`src/hdl/ppc_pkg.sv`:
```
// constants for the port pad control block
package ppc_pkg;
  // ****************************************
  // register map, byte addresses
  // ****************************************
  localparam logic [3:0] PPC_ADDR_PA_PU = 4'h0;
  localparam logic [3:0] PPC_ADDR_PA_OD = 4'h4;
  localparam logic [3:0] PPC_ADDR_PB_PU = 4'h8;
  localparam logic [3:0] PPC_ADDR_PB_OD = 4'hC;
  // ****************************************
  // implemented bits and reset values
  // ****************************************
  localparam logic [7:0] PPC_PA_PU_MASK = 8'h3F;
  localparam logic [7:0] PPC_PA_OD_MASK = 8'h37;
  localparam logic [7:0] PPC_PB_PU_MASK = 8'hF0;
  localparam logic [7:0] PPC_PB_OD_MASK = 8'hF0;
  localparam logic [7:0] PPC_PA_PU_RST = 8'h3F;
  localparam logic [7:0] PPC_PB_PU_RST = 8'hF0;
  localparam logic [7:0] PPC_OD_RST = 8'h00;
  localparam int PPC_RESET_PIN = 3;
endpackage

```
`src/hdl/ppc_pad.sv`:
```
// one pad: pull-up gating and drive mode
`timescale 1ns/1ns
module ppc_pad (
  input wire logic pu_bit,
  input wire logic pu_global_off,
  input wire logic is_output,
  input wire logic pu_force,
  input wire logic sink_only,
  input wire logic out_val,
  output logic pu_on,
  output logic pad_out,
  output logic pad_oe
);
  // ****************************************
  // pad logic
  // ****************************************
  always_comb begin
    // an output pin keeps its pull-up only when pu_force is set
    pu_on = (pu_bit & ~pu_global_off & ~is_output) | pu_force;
    pad_out = out_val;
    // sink-only never drives high
    pad_oe = is_output & ~(sink_only & out_val);
  end
endmodule

```
`src/hdl/ppc_top.sv`:
```
// port pad control: pull-ups, sink-only drive and third-port output select
//
// Summary of operation
// - first port pins 5..0 each have a pull-up enable bit, one enables
// - second port pins 7..4 each have a pull-up enable bit, one enables
// - global pull-up disable set forces every pull-up off except the forced first port pin 3 pull-up
// - a pin configured as output has its pull-up on only as the forced first port pin 3
// - external reset enabled forces first port pin 3 pull-up, not readable
// - first port pins 5,4,2,1,0 sink-only bit: one means never drive high
// - sink-only bit zero gives normal push-pull drive
// - second port pins 7..4 sink-only bits with same encoding
// - unimplemented register bits ignore writes and read zero
// - reset sets pull-up bits to one and sink-only bits to zero
// - after reset third port pins drive their output latch
// - other third port digital functions come only from the pin router
// - analog inputs on third port active only when analog select set
// - routed digital outputs keep driving a pin in analog mode
`timescale 1ns/1ns
module ppc_top (
  // clock and reset
  input wire logic SYS_CLK,
  input wire logic RST,
  // avalon-mm slave
  input wire logic [3:0] AVS_ADDRESS,
  input wire logic AVS_READ,
  input wire logic AVS_WRITE,
  input wire logic [31:0] AVS_WRITEDATA,
  input wire logic [3:0] AVS_BYTEENABLE,
  output logic [31:0] AVS_READDATA,
  output logic AVS_WAITREQUEST,
  // global controls
  input wire logic GLOBAL_PULLUP_DISABLE_N,
  input wire logic EXT_RESET_PIN_ENABLE,
  // first and second port
  input wire logic [7:0] PORTA_DIR_OUT,
  input wire logic [7:0] PORTA_LATCH,
  input wire logic [7:0] PORTB_DIR_OUT,
  input wire logic [7:0] PORTB_LATCH,
  output logic [7:0] FIRST_PORT_PINS_OUT,
  output logic [7:0] FIRST_PORT_PINS_OE,
  output logic [7:0] FIRST_PORT_PULLUP,
  output logic [7:0] SECOND_PORT_PINS_OUT,
  output logic [7:0] SECOND_PORT_PINS_OE,
  output logic [7:0] SECOND_PORT_PULLUP,
  // third port
  input wire logic [7:0] PORTC_LATCH,
  input wire logic [7:0] PORTC_DIR_OUT,
  input wire logic [7:0] PORTC_ANALOG_SELECT,
  input wire logic [7:0] PERIPHERAL_PIN_ROUTER_SEL,
  input wire logic [7:0] PERIPHERAL_PIN_ROUTER_OUT,
  input wire logic [7:0] PORTC_PINS_IN,
  output logic [7:0] PORTC_PINS_OUT,
  output logic [7:0] PORTC_PINS_OE,
  output logic [7:0] PORTC_DIGITAL_IN,
  output logic [7:0] PORTC_ANALOG_ACTIVE
);
  import ppc_pkg::*;

  typedef struct packed {
    logic [7:0] porta_pullup_bits;
    logic [7:0] porta_sink_only_ctl;
    logic [7:0] portb_pullup_bits;
    logic [7:0] portb_sink_only_ctl;
    logic [31:0] rdata;
    logic ack;
    logic [7:0] pc_out;
  } ppc_state_t;

  ppc_state_t state;
  ppc_state_t next_state;
  logic [7:0] wbyte;
  logic [7:0] pa_pu_on;
  logic [7:0] pb_pu_on;
  logic [7:0] pa_force;
  logic global_off;
  logic req;

  // ****************************************
  // bus slave and registers
  // ****************************************
  // one wait state on every access; read data come from a flop
  assign req = AVS_READ | AVS_WRITE;
  assign AVS_WAITREQUEST = req & ~state.ack;
  assign AVS_READDATA = state.rdata;
  assign wbyte = AVS_BYTEENABLE[0] ? AVS_WRITEDATA[7:0] : 8'h00;
  assign global_off = GLOBAL_PULLUP_DISABLE_N;

  always_comb begin
    next_state = state;
    next_state.ack = req & ~state.ack;
    if (AVS_WRITE && !state.ack && AVS_BYTEENABLE[0]) begin
      case (AVS_ADDRESS)
        // masks drop writes to missing bits
        PPC_ADDR_PA_PU: next_state.porta_pullup_bits = wbyte & PPC_PA_PU_MASK;
        PPC_ADDR_PA_OD: next_state.porta_sink_only_ctl = wbyte & PPC_PA_OD_MASK;
        PPC_ADDR_PB_PU: next_state.portb_pullup_bits = wbyte & PPC_PB_PU_MASK;
        PPC_ADDR_PB_OD: next_state.portb_sink_only_ctl = wbyte & PPC_PB_OD_MASK;
        default: next_state.rdata = state.rdata;
      endcase
    end
    if (AVS_READ && !state.ack) begin
      case (AVS_ADDRESS)
        // override on pin three is not reflected here
        PPC_ADDR_PA_PU: next_state.rdata = {24'h000000, state.porta_pullup_bits};
        PPC_ADDR_PA_OD: next_state.rdata = {24'h000000, state.porta_sink_only_ctl};
        PPC_ADDR_PB_PU: next_state.rdata = {24'h000000, state.portb_pullup_bits};
        PPC_ADDR_PB_OD: next_state.rdata = {24'h000000, state.portb_sink_only_ctl};
        default: next_state.rdata = 32'h00000000;
      endcase
    end
    // ****************************************
    // third port output select
    // ****************************************
    // router output wins, even in analog mode
    next_state.pc_out = (PERIPHERAL_PIN_ROUTER_SEL & PERIPHERAL_PIN_ROUTER_OUT)
      | (~PERIPHERAL_PIN_ROUTER_SEL & PORTC_LATCH);
  end

  always_ff @(posedge SYS_CLK) begin
    if (RST) begin
      next_state_reset();
    end else begin
      state <= next_state;
    end
  end

  task automatic next_state_reset();
    state.porta_pullup_bits <= PPC_PA_PU_RST;
    state.porta_sink_only_ctl <= PPC_OD_RST;
    state.portb_pullup_bits <= PPC_PB_PU_RST;
    state.portb_sink_only_ctl <= PPC_OD_RST;
    state.rdata <= 32'h00000000;
    state.ack <= 1'b0;
    state.pc_out <= 8'h00;
  endtask

  // ****************************************
  // pads of the first two ports
  // ****************************************
  always_comb begin
    pa_force = 8'h00;
    // reset pin keeps its pull-up whatever the bits say
    pa_force[PPC_RESET_PIN] = EXT_RESET_PIN_ENABLE;
  end

  genvar i;
  generate
    for (i = 0; i < 8; i++) begin : g_pad
      ppc_pad u_pa (
        .pu_bit(state.porta_pullup_bits[i]),
        .pu_global_off(global_off),
        .is_output(PORTA_DIR_OUT[i]),
        .pu_force(pa_force[i]),
        .sink_only(state.porta_sink_only_ctl[i]),
        .out_val(PORTA_LATCH[i]),
        .pu_on(pa_pu_on[i]),
        .pad_out(FIRST_PORT_PINS_OUT[i]),
        .pad_oe(FIRST_PORT_PINS_OE[i])
      );
      ppc_pad u_pb (
        .pu_bit(state.portb_pullup_bits[i]),
        .pu_global_off(global_off),
        .is_output(PORTB_DIR_OUT[i]),
        .pu_force(1'b0),
        .sink_only(state.portb_sink_only_ctl[i]),
        .out_val(PORTB_LATCH[i]),
        .pu_on(pb_pu_on[i]),
        .pad_out(SECOND_PORT_PINS_OUT[i]),
        .pad_oe(SECOND_PORT_PINS_OE[i])
      );
    end
  endgenerate

  assign FIRST_PORT_PULLUP = pa_pu_on;
  assign SECOND_PORT_PULLUP = pb_pu_on;
  assign PORTC_PINS_OUT = state.pc_out;
  assign PORTC_PINS_OE = PORTC_DIR_OUT | PERIPHERAL_PIN_ROUTER_SEL;
  // analog pins read zero digitally
  assign PORTC_ANALOG_ACTIVE = PORTC_ANALOG_SELECT;
  assign PORTC_DIGITAL_IN = PORTC_PINS_IN & ~PORTC_ANALOG_SELECT;

  // ****************************************
  // checks
  // ****************************************
  a_global_pu_off: assert property (@(posedge SYS_CLK) disable iff (RST)
    global_off |-> (SECOND_PORT_PULLUP == 8'h00))
    else $error("pull-up on while globally disabled");
  a_output_pu_off: assert property (@(posedge SYS_CLK) disable iff (RST)
    PORTA_DIR_OUT[0] |-> !FIRST_PORT_PULLUP[0])
    else $error("pull-up on an output pin");
  a_reset_pin_pu: assert property (@(posedge SYS_CLK) disable iff (RST)
    EXT_RESET_PIN_ENABLE |-> FIRST_PORT_PULLUP[3])
    else $error("reset pin pull-up missing");
  a_sink_only_drive: assert property (@(posedge SYS_CLK) disable iff (RST)
    (state.porta_sink_only_ctl[0] && PORTA_LATCH[0]) |-> !FIRST_PORT_PINS_OE[0])
    else $error("sink-only pin driven high");
  a_push_pull_drive: assert property (@(posedge SYS_CLK) disable iff (RST)
    (!state.portb_sink_only_ctl[4] && PORTB_DIR_OUT[4]) |-> SECOND_PORT_PINS_OE[4])
    else $error("push-pull pin not driven");
  a_unimpl_zero: assert property (@(posedge SYS_CLK) disable iff (RST)
    (state.porta_sink_only_ctl[7:6] == 2'b00) && !state.porta_sink_only_ctl[3])
    else $error("unimplemented bit set");
  a_reset_values: assert property (@(posedge SYS_CLK)
    $past(RST) |-> (state.porta_pullup_bits == 8'h3F && state.portb_sink_only_ctl == 8'h00))
    else $error("wrong value after reset");
  a_latch_default: assert property (@(posedge SYS_CLK) disable iff (RST)
    (PERIPHERAL_PIN_ROUTER_SEL[0] == 1'b0) ##1 (!$past(RST))
      |-> PORTC_PINS_OUT[0] == $past(PORTC_LATCH[0]))
    else $error("third port latch not driven");
  a_write_taken: assert property (@(posedge SYS_CLK) disable iff (RST)
    (AVS_WRITE && !AVS_WAITREQUEST && AVS_ADDRESS == PPC_ADDR_PB_PU && AVS_BYTEENABLE[0])
      |=> state.portb_pullup_bits == ($past(AVS_WRITEDATA[7:0]) & 8'hF0))
    else $error("pull-up write lost");
endmodule

```
`config.mk`:
```
export PLATFORM = sky130hd
export DESIGN_NAME = ppc_top
export DESIGN_NICKNAME = d
export VERILOG_FILES = /design/src/hdl/ppc_pkg.sv /design/src/hdl/ppc_pad.sv /design/src/hdl/ppc_top.sv
export SDC_FILE = /design/constraint.sdc
export NUM_CORES = 1
export LEC_CHECK = 0
export BUFFER_PORTS_ARGS = -buffer_cell sky130_fd_sc_hd__buf_2
export CAP_MARGIN = 25
export CELL_PAD_IN_SITES_DETAIL_PLACEMENT = 1
export CELL_PAD_IN_SITES_GLOBAL_PLACEMENT = 2
export CORE_MARGIN = 3
export CORE_UTILIZATION = 19
export CTS_CLUSTER_SIZE = 8
export DETAILED_ROUTE_END_ITERATION = 8
export GPL_ROUTABILITY_DRIVEN = 0
export HOLD_SLACK_MARGIN = 0.03
export PLACE_DENSITY_LB_ADDON = 0.2
export SYNTH_ARGS = -nofsm -noshare
export SYNTH_HDL_FRONTEND = slang
export SYNTH_SLANG_ARGS = --single-unit
```
`constraint.sdc`:
```
create_clock -name SYS_CLK -period 2.2 [get_ports SYS_CLK]
set_clock_uncertainty 0.05 [all_clocks]
set_input_delay 0.22 -clock SYS_CLK [delete_from_list [all_inputs] [get_ports SYS_CLK]]
set_output_delay 0.22 -clock SYS_CLK [all_outputs]
set_load 0.05 [all_outputs]
```
==> results.py, run 1 <==
metrics = {
    "status": {
        "result_of_the_run": "completed",
    },
    "timing": {
        "whs_ns": 0.128,
        "worst-slew-pin-transition_ns": 0.545,
        "final_critical_path_setup_slack_ns": 0.747,
        "period_share_pct": 66.0,
        "setup_tns_ns": 0,
        "rsz0062_at_grt": "false",
        "fmax_mhz": 688,
        "finalCriticalPeriod_ns": 1.45,
        "slew_violations": 0,
        "final_setup_vio_count": 0,
        "hold_violations_final": 0,
        "slew_headroom_pct": 63.4,
    },
    "power": {
        "power.switching_mw": 0.727,
        "power_switching_share_pct": 36.4,
        "power.leakage_nw": 1.45,
        "seq_power_share_pct": 33.8,
        "cell_internal_pwr_mw": 1.27,
        "power_frac_comb_pct": 30.5,
        "clockPowerShare_pct": 35.7,
        "power.density_cell_area_nw_per_um2": 656,
        "vdd_ir_drop_max_v": 0.000205,
    },
    "finish": {
        "finalNetCount": 510,
        "most_frequent_standard_cell_in_the_layout_excluding_fill_and_tap_cells": "sky130_fd_sc_hd__buf_2",
        "antenna_cells": 0,
        "layout.cells.most_common_list": "155 x sky130_fd_sc_hd__buf_2, 36 x sky130_fd_sc_hd__dfxtp_1, 36 x sky130_fd_sc_hd__mux2i_1",
        "area_growth_syn_to_layout_pct": 20.5,
        "final_cell_area_sq_um": 3040,
        "drive_above_1_share_pct": 47.3,
        "non_filler_instance_count_after_layout": 557,
    },
    "die": {
        "cell_row_count": 41,
        "coreArea_sq_um": 12800,
        "chipHeight_microns": 121,
        "design.portCount": 239,
        "initial_utilization_pct": 19.7,
        "die-area_sq_um": 14700,
        "overall_die_width_microns": 121,
    },
    "run": {
        "drv_cap": 0,
    },
    "clock_network": {
        "clock_path_buffers": 2,
        "cts-htree-levels": 2,
        "clock_insertion_delay_worst_skew_ns": 0.27,
        "cts_made_buffers": 5,
        "ctsHoldBuffers": 0,
        "number_of_gates_given_a_new_drive_strength_after_cts": 0,
        "root_buffer": "sky130_fd_sc_hd__clkbuf_16",
        "cts_tree": "done",
        "clkTransAtPathRegs_ns": 0.06,
        "post_cts.repair.setup_buffers": 0,
        "clock-sinks": 36,
    },
    "critical_path": {
        "timing.critical_path.required_ns": 2.35,
        "cp.arrival_ns": 1.61,
        "critPathMaxFanout": 8,
        "crit_path_end_kind": "flop",
        "ff2ff_setup_slack_ns": 0.78,
        "timing_worst_setup_path_type": "in2reg",
        "crit_path_start_kind": "input port",
    },
    "yosys": {
        "compound_gate_fraction_of_synth_area_pct": 5.35,
        "synth_async_sr_flop_share_pct": 0,
        "post_synth_mux_area_share_pct": 14.3,
        "postSynthRegisterBits": 36,
        "synth.cell_area_sq_um": 2530,
        "synthAdderAreaFrac_pct": 0,
        "synth_top_flop_cell": "sky130_fd_sc_hd__dfxtp_1",
        "netlist_instances": 294,
        "synth-edff-count": 0,
        "yosysSeqAreaShare_pct": 28.5,
        "yosys.cell_types.count": 28,
        "yosys.area_share.xor_xnor_pct": 0,
        "simple_gate_share_of_the_synthesized_area_pct": 21.3,
        "synth_top_family_by_area": "buffers and inverters",
        "post_synth.cell_area_avg_sq_um": 8.59,
        "yosysWarningCount": 0,
    },
    "placement": {
        "placedInstanceArea_sq_um": 2900,
        "place.port_buffers": 155,
        "post-place-cells": 549,
        "dp_hpwl_microns": 5820,
        "placement.setup.worst_slack_ns": 0.446,
    },
    "global_routing": {
        "global_route.overflow_total": 0,
        "grt_antenna_before_repair": 0,
        "grt_pass1_wl_microns": 10900,
        "track_usage_pct": 9.42,
        "grt_max_degree": 30,
        "grt_pass1_vias": 2165,
    },
    "drt": {
        "met3_length_microns": 804,
        "drt_first_pass_iters": 2,
        "routed_wl_microns": 7190,
        "dr_wl_met2_microns": 3230,
        "drc": 0,
        "ant_nets": 0,
        "drt-vias-per-instance": 3.70,
        "detail_route.iter0.violations": 54,
        "num_vias": 2063,
        "wl_met1_microns": 3120,
        "wire_per_inst_microns": 12.9,
        "routed.top_layer": "met4",
    },
    "min_path": {
        "hold_class": "in2reg",
    },
}
-- final timing paths --
path,startpoint,endpoint,depth (start not counted)
hold / removal,PORTC_LATCH[2],PORTC_PINS_OUT[2],3
setup / recovery,AVS_ADDRESS[3],AVS_READDATA[3],4
setup reg to reg,state[8],AVS_READDATA[3],4
hold reg to reg,AVS_READDATA[7],AVS_READDATA[7],2
-- layout make-up --
cell class	count	area, sq um
well taps	172	215
multi-input cells	181	1150
flip-flops and latches	36	721
repair buffers	160	813
clock buffers	8	146
fillers	1603	9780
-- critical path, cell delays in order --
cell and delay [ns]:
sky130_fd_sc_hd__buf_2 0.11, sky130_fd_sc_hd__or3_1 0.56, sky130_fd_sc_hd__or4b_1 0.56, sky130_fd_sc_hd__a21oi_1 0.16
-- synth_stat cells, types with 2 or more instances --
library cell                n  area share, %
sky130_fd_sc_hd__nor2_1    30            4.5
sky130_fd_sc_hd__clkbuf_1   8            1.2
sky130_fd_sc_hd__or3_2      3           0.89
sky130_fd_sc_hd__mux2i_1   36             14
sky130_fd_sc_hd__or3_1      3           0.74
sky130_fd_sc_hd__nand3b_1   3           0.89
sky130_fd_sc_hd__o21ai_0    2           0.40
sky130_fd_sc_hd__nand2b_1  17            4.2
sky130_fd_sc_hd__a21boi_0   9            2.7
sky130_fd_sc_hd__dfxtp_1   36             29
sky130_fd_sc_hd__nor2b_1    8            2.0
sky130_fd_sc_hd__or2_2      8            2.0
sky130_fd_sc_hd__nand2_1    6           0.89
sky130_fd_sc_hd__a21oi_1    6            1.2
sky130_fd_sc_hd__nor3b_1    9            2.7
sky130_fd_sc_hd__buf_4     96             29
sky130_fd_sc_hd__o22a_2     2           0.79
sky130_fd_sc_hd__nor3_2     2           0.79
-- stage by stage --
stage / utilization [%] / total power [mW]
2_1_floorplan: - / 1.30
3_3_place_gp: 22.6 / 1.30
3_5_place_dp: 22.6 / 1.30
4_1_cts: 23.7 / 2.04
5_1_grt: 23.7 / 2.11
6_report: 23.7 / 1.99
-- kinds of logic after synthesis --
| group | after synthesis |
|---|---|
| compound gates | 20 |
| buf+inv | 106 |
| other cells | 1 |
| flops | 36 |
| mux | 36 |
| simple gates | 95 |
-- layer usage --
metal / global-route usage [%] / vias to the layer above
met5: 0 / -
met4: 2.24 / 0
met3: 3.31 / 8
met2: 15.4 / 117
met1: 11.9 / 918
li1: - / 1020
-- registers in the layout (all words and copies together), names as in the netlist --
signal          cells
state              20
AVS_READDATA        8
PORTC_PINS_OUT      8
-- power groups by stage --
stage | clock, mW | sequential (mW) | combinational, mW
2_1_floorplan | 0 | 0.686 | 0.617
3_3_place_gp | 0 | 0.687 | 0.612
3_5_place_dp | 0 | 0.688 | 0.615
4_1_cts | 0.752 | 0.673 | 0.615
5_1_grt | 0.783 | 0.675 | 0.649
6_report | 0.713 | 0.673 | 0.609
No activity file was read; power rests on OpenSTA's default activity.
==> inputs of run 2 (changes only) <==
Settings changed: CORE_UTILIZATION 19 to 18.
Clock period 2.2 ns to 1.5 ns, I/O delays scaled along.
==> run 2 against run 1 <==
Compared with the run above:
- clock power rose by 44%
- non-clock buffer count grew 8
- utilization shrank 0.68 points
- sequential power grew 47%
- wire length rose by 0.32%
- global-route usage is 0.42 points lower
- combinational power is 48% higher
- via count up 3.1%
==> results.py, run 2 (synthesis results as in run 1) <==
metrics = {
    "drt": {
        "num_vias": 2127,
        "wire_per_inst_microns": 12.7,
        "drc": 0,
        "dr_wl_met2_microns": 3270,
        "routed_wl_microns": 7220,
        "ant_nets": 0,
        "drt_first_pass_iters": 6,
        "drt-vias-per-instance": 3.74,
        "met3_length_microns": 636,
        "wl_met1_microns": 3280,
        "routed.top_layer": "met4",
        "detail_route.iter0.violations": 68,
    },
    "critical_path": {
        "crit_path_start_kind": "input port",
        "crit_chain": "buf_2 > or3_1 > buf_4 > nor3_2 > buf_4 > mux2i_1",
        "critPathMaxFanout": 7,
        "crit_path_end_kind": "flop",
        "critical-path-top-cell-by-count": "sky130_fd_sc_hd__buf_4",
        "cp.arrival_ns": 1.51,
        "worstRegToRegCells": 3,
        "timing_worst_setup_path_type": "in2reg",
        "timing.critical_path.required_ns": 1.66,
        "slowest_delay_ns": 0.51,
        "timing.critical_path.slowest_stage_cell": "sky130_fd_sc_hd__or3_1",
    },
    "die": {
        "initial_utilization_pct": 18.7,
        "design.portCount": 239,
        "chipHeight_microns": 124,
        "die-area_sq_um": 15500,
        "overall_die_width_microns": 124,
        "coreArea_sq_um": 13500,
        "cell_row_count": 42,
    },
    "timing": {
        "period_share_pct": 90.0,
        "hold_violations_final": 0,
        "rsz0062_at_grt": "false",
        "finalCriticalPeriod_ns": 1.35,
        "setup_tns_ns": 0,
        "slew_violations": 0,
        "fmax_mhz": 741,
        "final_setup_vio_count": 0,
    },
    "global_routing": {
        "track_usage_pct": 9.00,
        "grt_antenna_before_repair": 0,
        "grt_pass1_vias": 2228,
        "global_route.overflow_total": 0,
        "grt_max_degree": 52,
        "grt_pass1_wl_microns": 11300,
    },
    "placement": {
        "placedInstanceArea_sq_um": 2960,
        "dp_hpwl_microns": 5920,
        "place.port_buffers": 155,
    },
    "finish": {
        "final_cell_area_sq_um": 3110,
        "registers.top_by_ff_count": "state",
        "drive_above_1_share_pct": 49.1,
        "antenna_cells": 0,
        "area_growth_syn_to_layout_pct": 23.2,
        "largest_reg_flops": 20,
        "layout.cells.most_common_list": "155 x sky130_fd_sc_hd__buf_2, 36 x sky130_fd_sc_hd__dfxtp_1, 36 x sky130_fd_sc_hd__mux2i_1",
        "finalNetCount": 518,
        "most_frequent_standard_cell_in_the_layout_excluding_fill_and_tap_cells": "sky130_fd_sc_hd__buf_2",
    },
    "clock_network": {
        "clock_path_buffers": 2,
        "cts_tree": "done",
        "clkTransAtPathRegs_ns": 0.06,
        "clock_insertion_delay_worst_skew_ns": 0.28,
        "post_cts.repair.setup_buffers": 0,
        "clock-sinks": 36,
        "root_buffer": "sky130_fd_sc_hd__clkbuf_16",
        "ctsHoldBuffers": 0,
        "cts-htree-levels": 2,
        "number_of_gates_given_a_new_drive_strength_after_cts": 1,
        "cts_made_buffers": 5,
    },
    "power": {
        "power.density_cell_area_nw_per_um2": 940,
        "power.leakage_nw": 1.50,
        "vdd_ir_drop_max_v": 0.000321,
        "report.power.total_mw": 2.92,
    },
    "min_path": {
        "depth_of_the_worst_hold_timing_path": 3,
        "hold_class": "in2reg",
    },
    "run": {
        "drv_cap": 0,
    },
    "status": {
        "result_of_the_run": "completed",
    },
}
==> run 2: cell count changes in the layout (fill, tap and decap cells not counted), sizes merged <==
cell	delta
buf	+8
clkbuf	-3
clkinv	+3
==> run 2: layout make-up <==
cell class	instances	area [sq um]
clock buffer	5	125
clock inverter	3	18.8
sequential	36	721
fill	1642	10400
multi-input combinational	181	1150
tap	176	220
timing repair buffer	168	873
==> run 2: report_power, final <==
group,internal (mW),switching (mW)
clock network,0.612,0.421
registers,0.978,0.00888
logic,0.229,0.675
==> run 2: routing by layer <==
metal	GRT usage, %	up-vias
li1	-	1033
met1	11.2	967
met2	15.3	125
met3	2.87	2
met4	1.93	0
met5	0	-
==> run 2: path summary, 6_finish.rpt <==
path                   start           endpoint  slack [ns]
max           AVS_ADDRESS[3]          state[65]        0.15
min           PORTC_LATCH[2]  PORTC_PINS_OUT[2]        0.06
max reg2reg         state[8]    AVS_READDATA[5]        0.20
min reg2reg  AVS_READDATA[7]    AVS_READDATA[7]        0.40
==> run 2: worst max-delay path, delay by kind of cell <==
family	cells	cell delay [ns]
and+or+nand+nor	2	0.67
buffers and inverters	3	0.50
muxes	1	0.18
==> run 2: stage by stage <==
step / instances / util (%) / hold WS (ns) / setup slack (ns)
after floorplan: 323 / - / 0.244 / 0.107
after global placement: 561 / 21.9 / 0.250 / -0.151
after detailed placement: 561 / 21.9 / 0.250 / -0.159
after CTS: 569 / 23.0 / 0.0601 / 0.0626
after global routing: 569 / 23.0 / 0.0866 / 0.0329
final: 569 / 23.0 / 0.0625 / 0.150
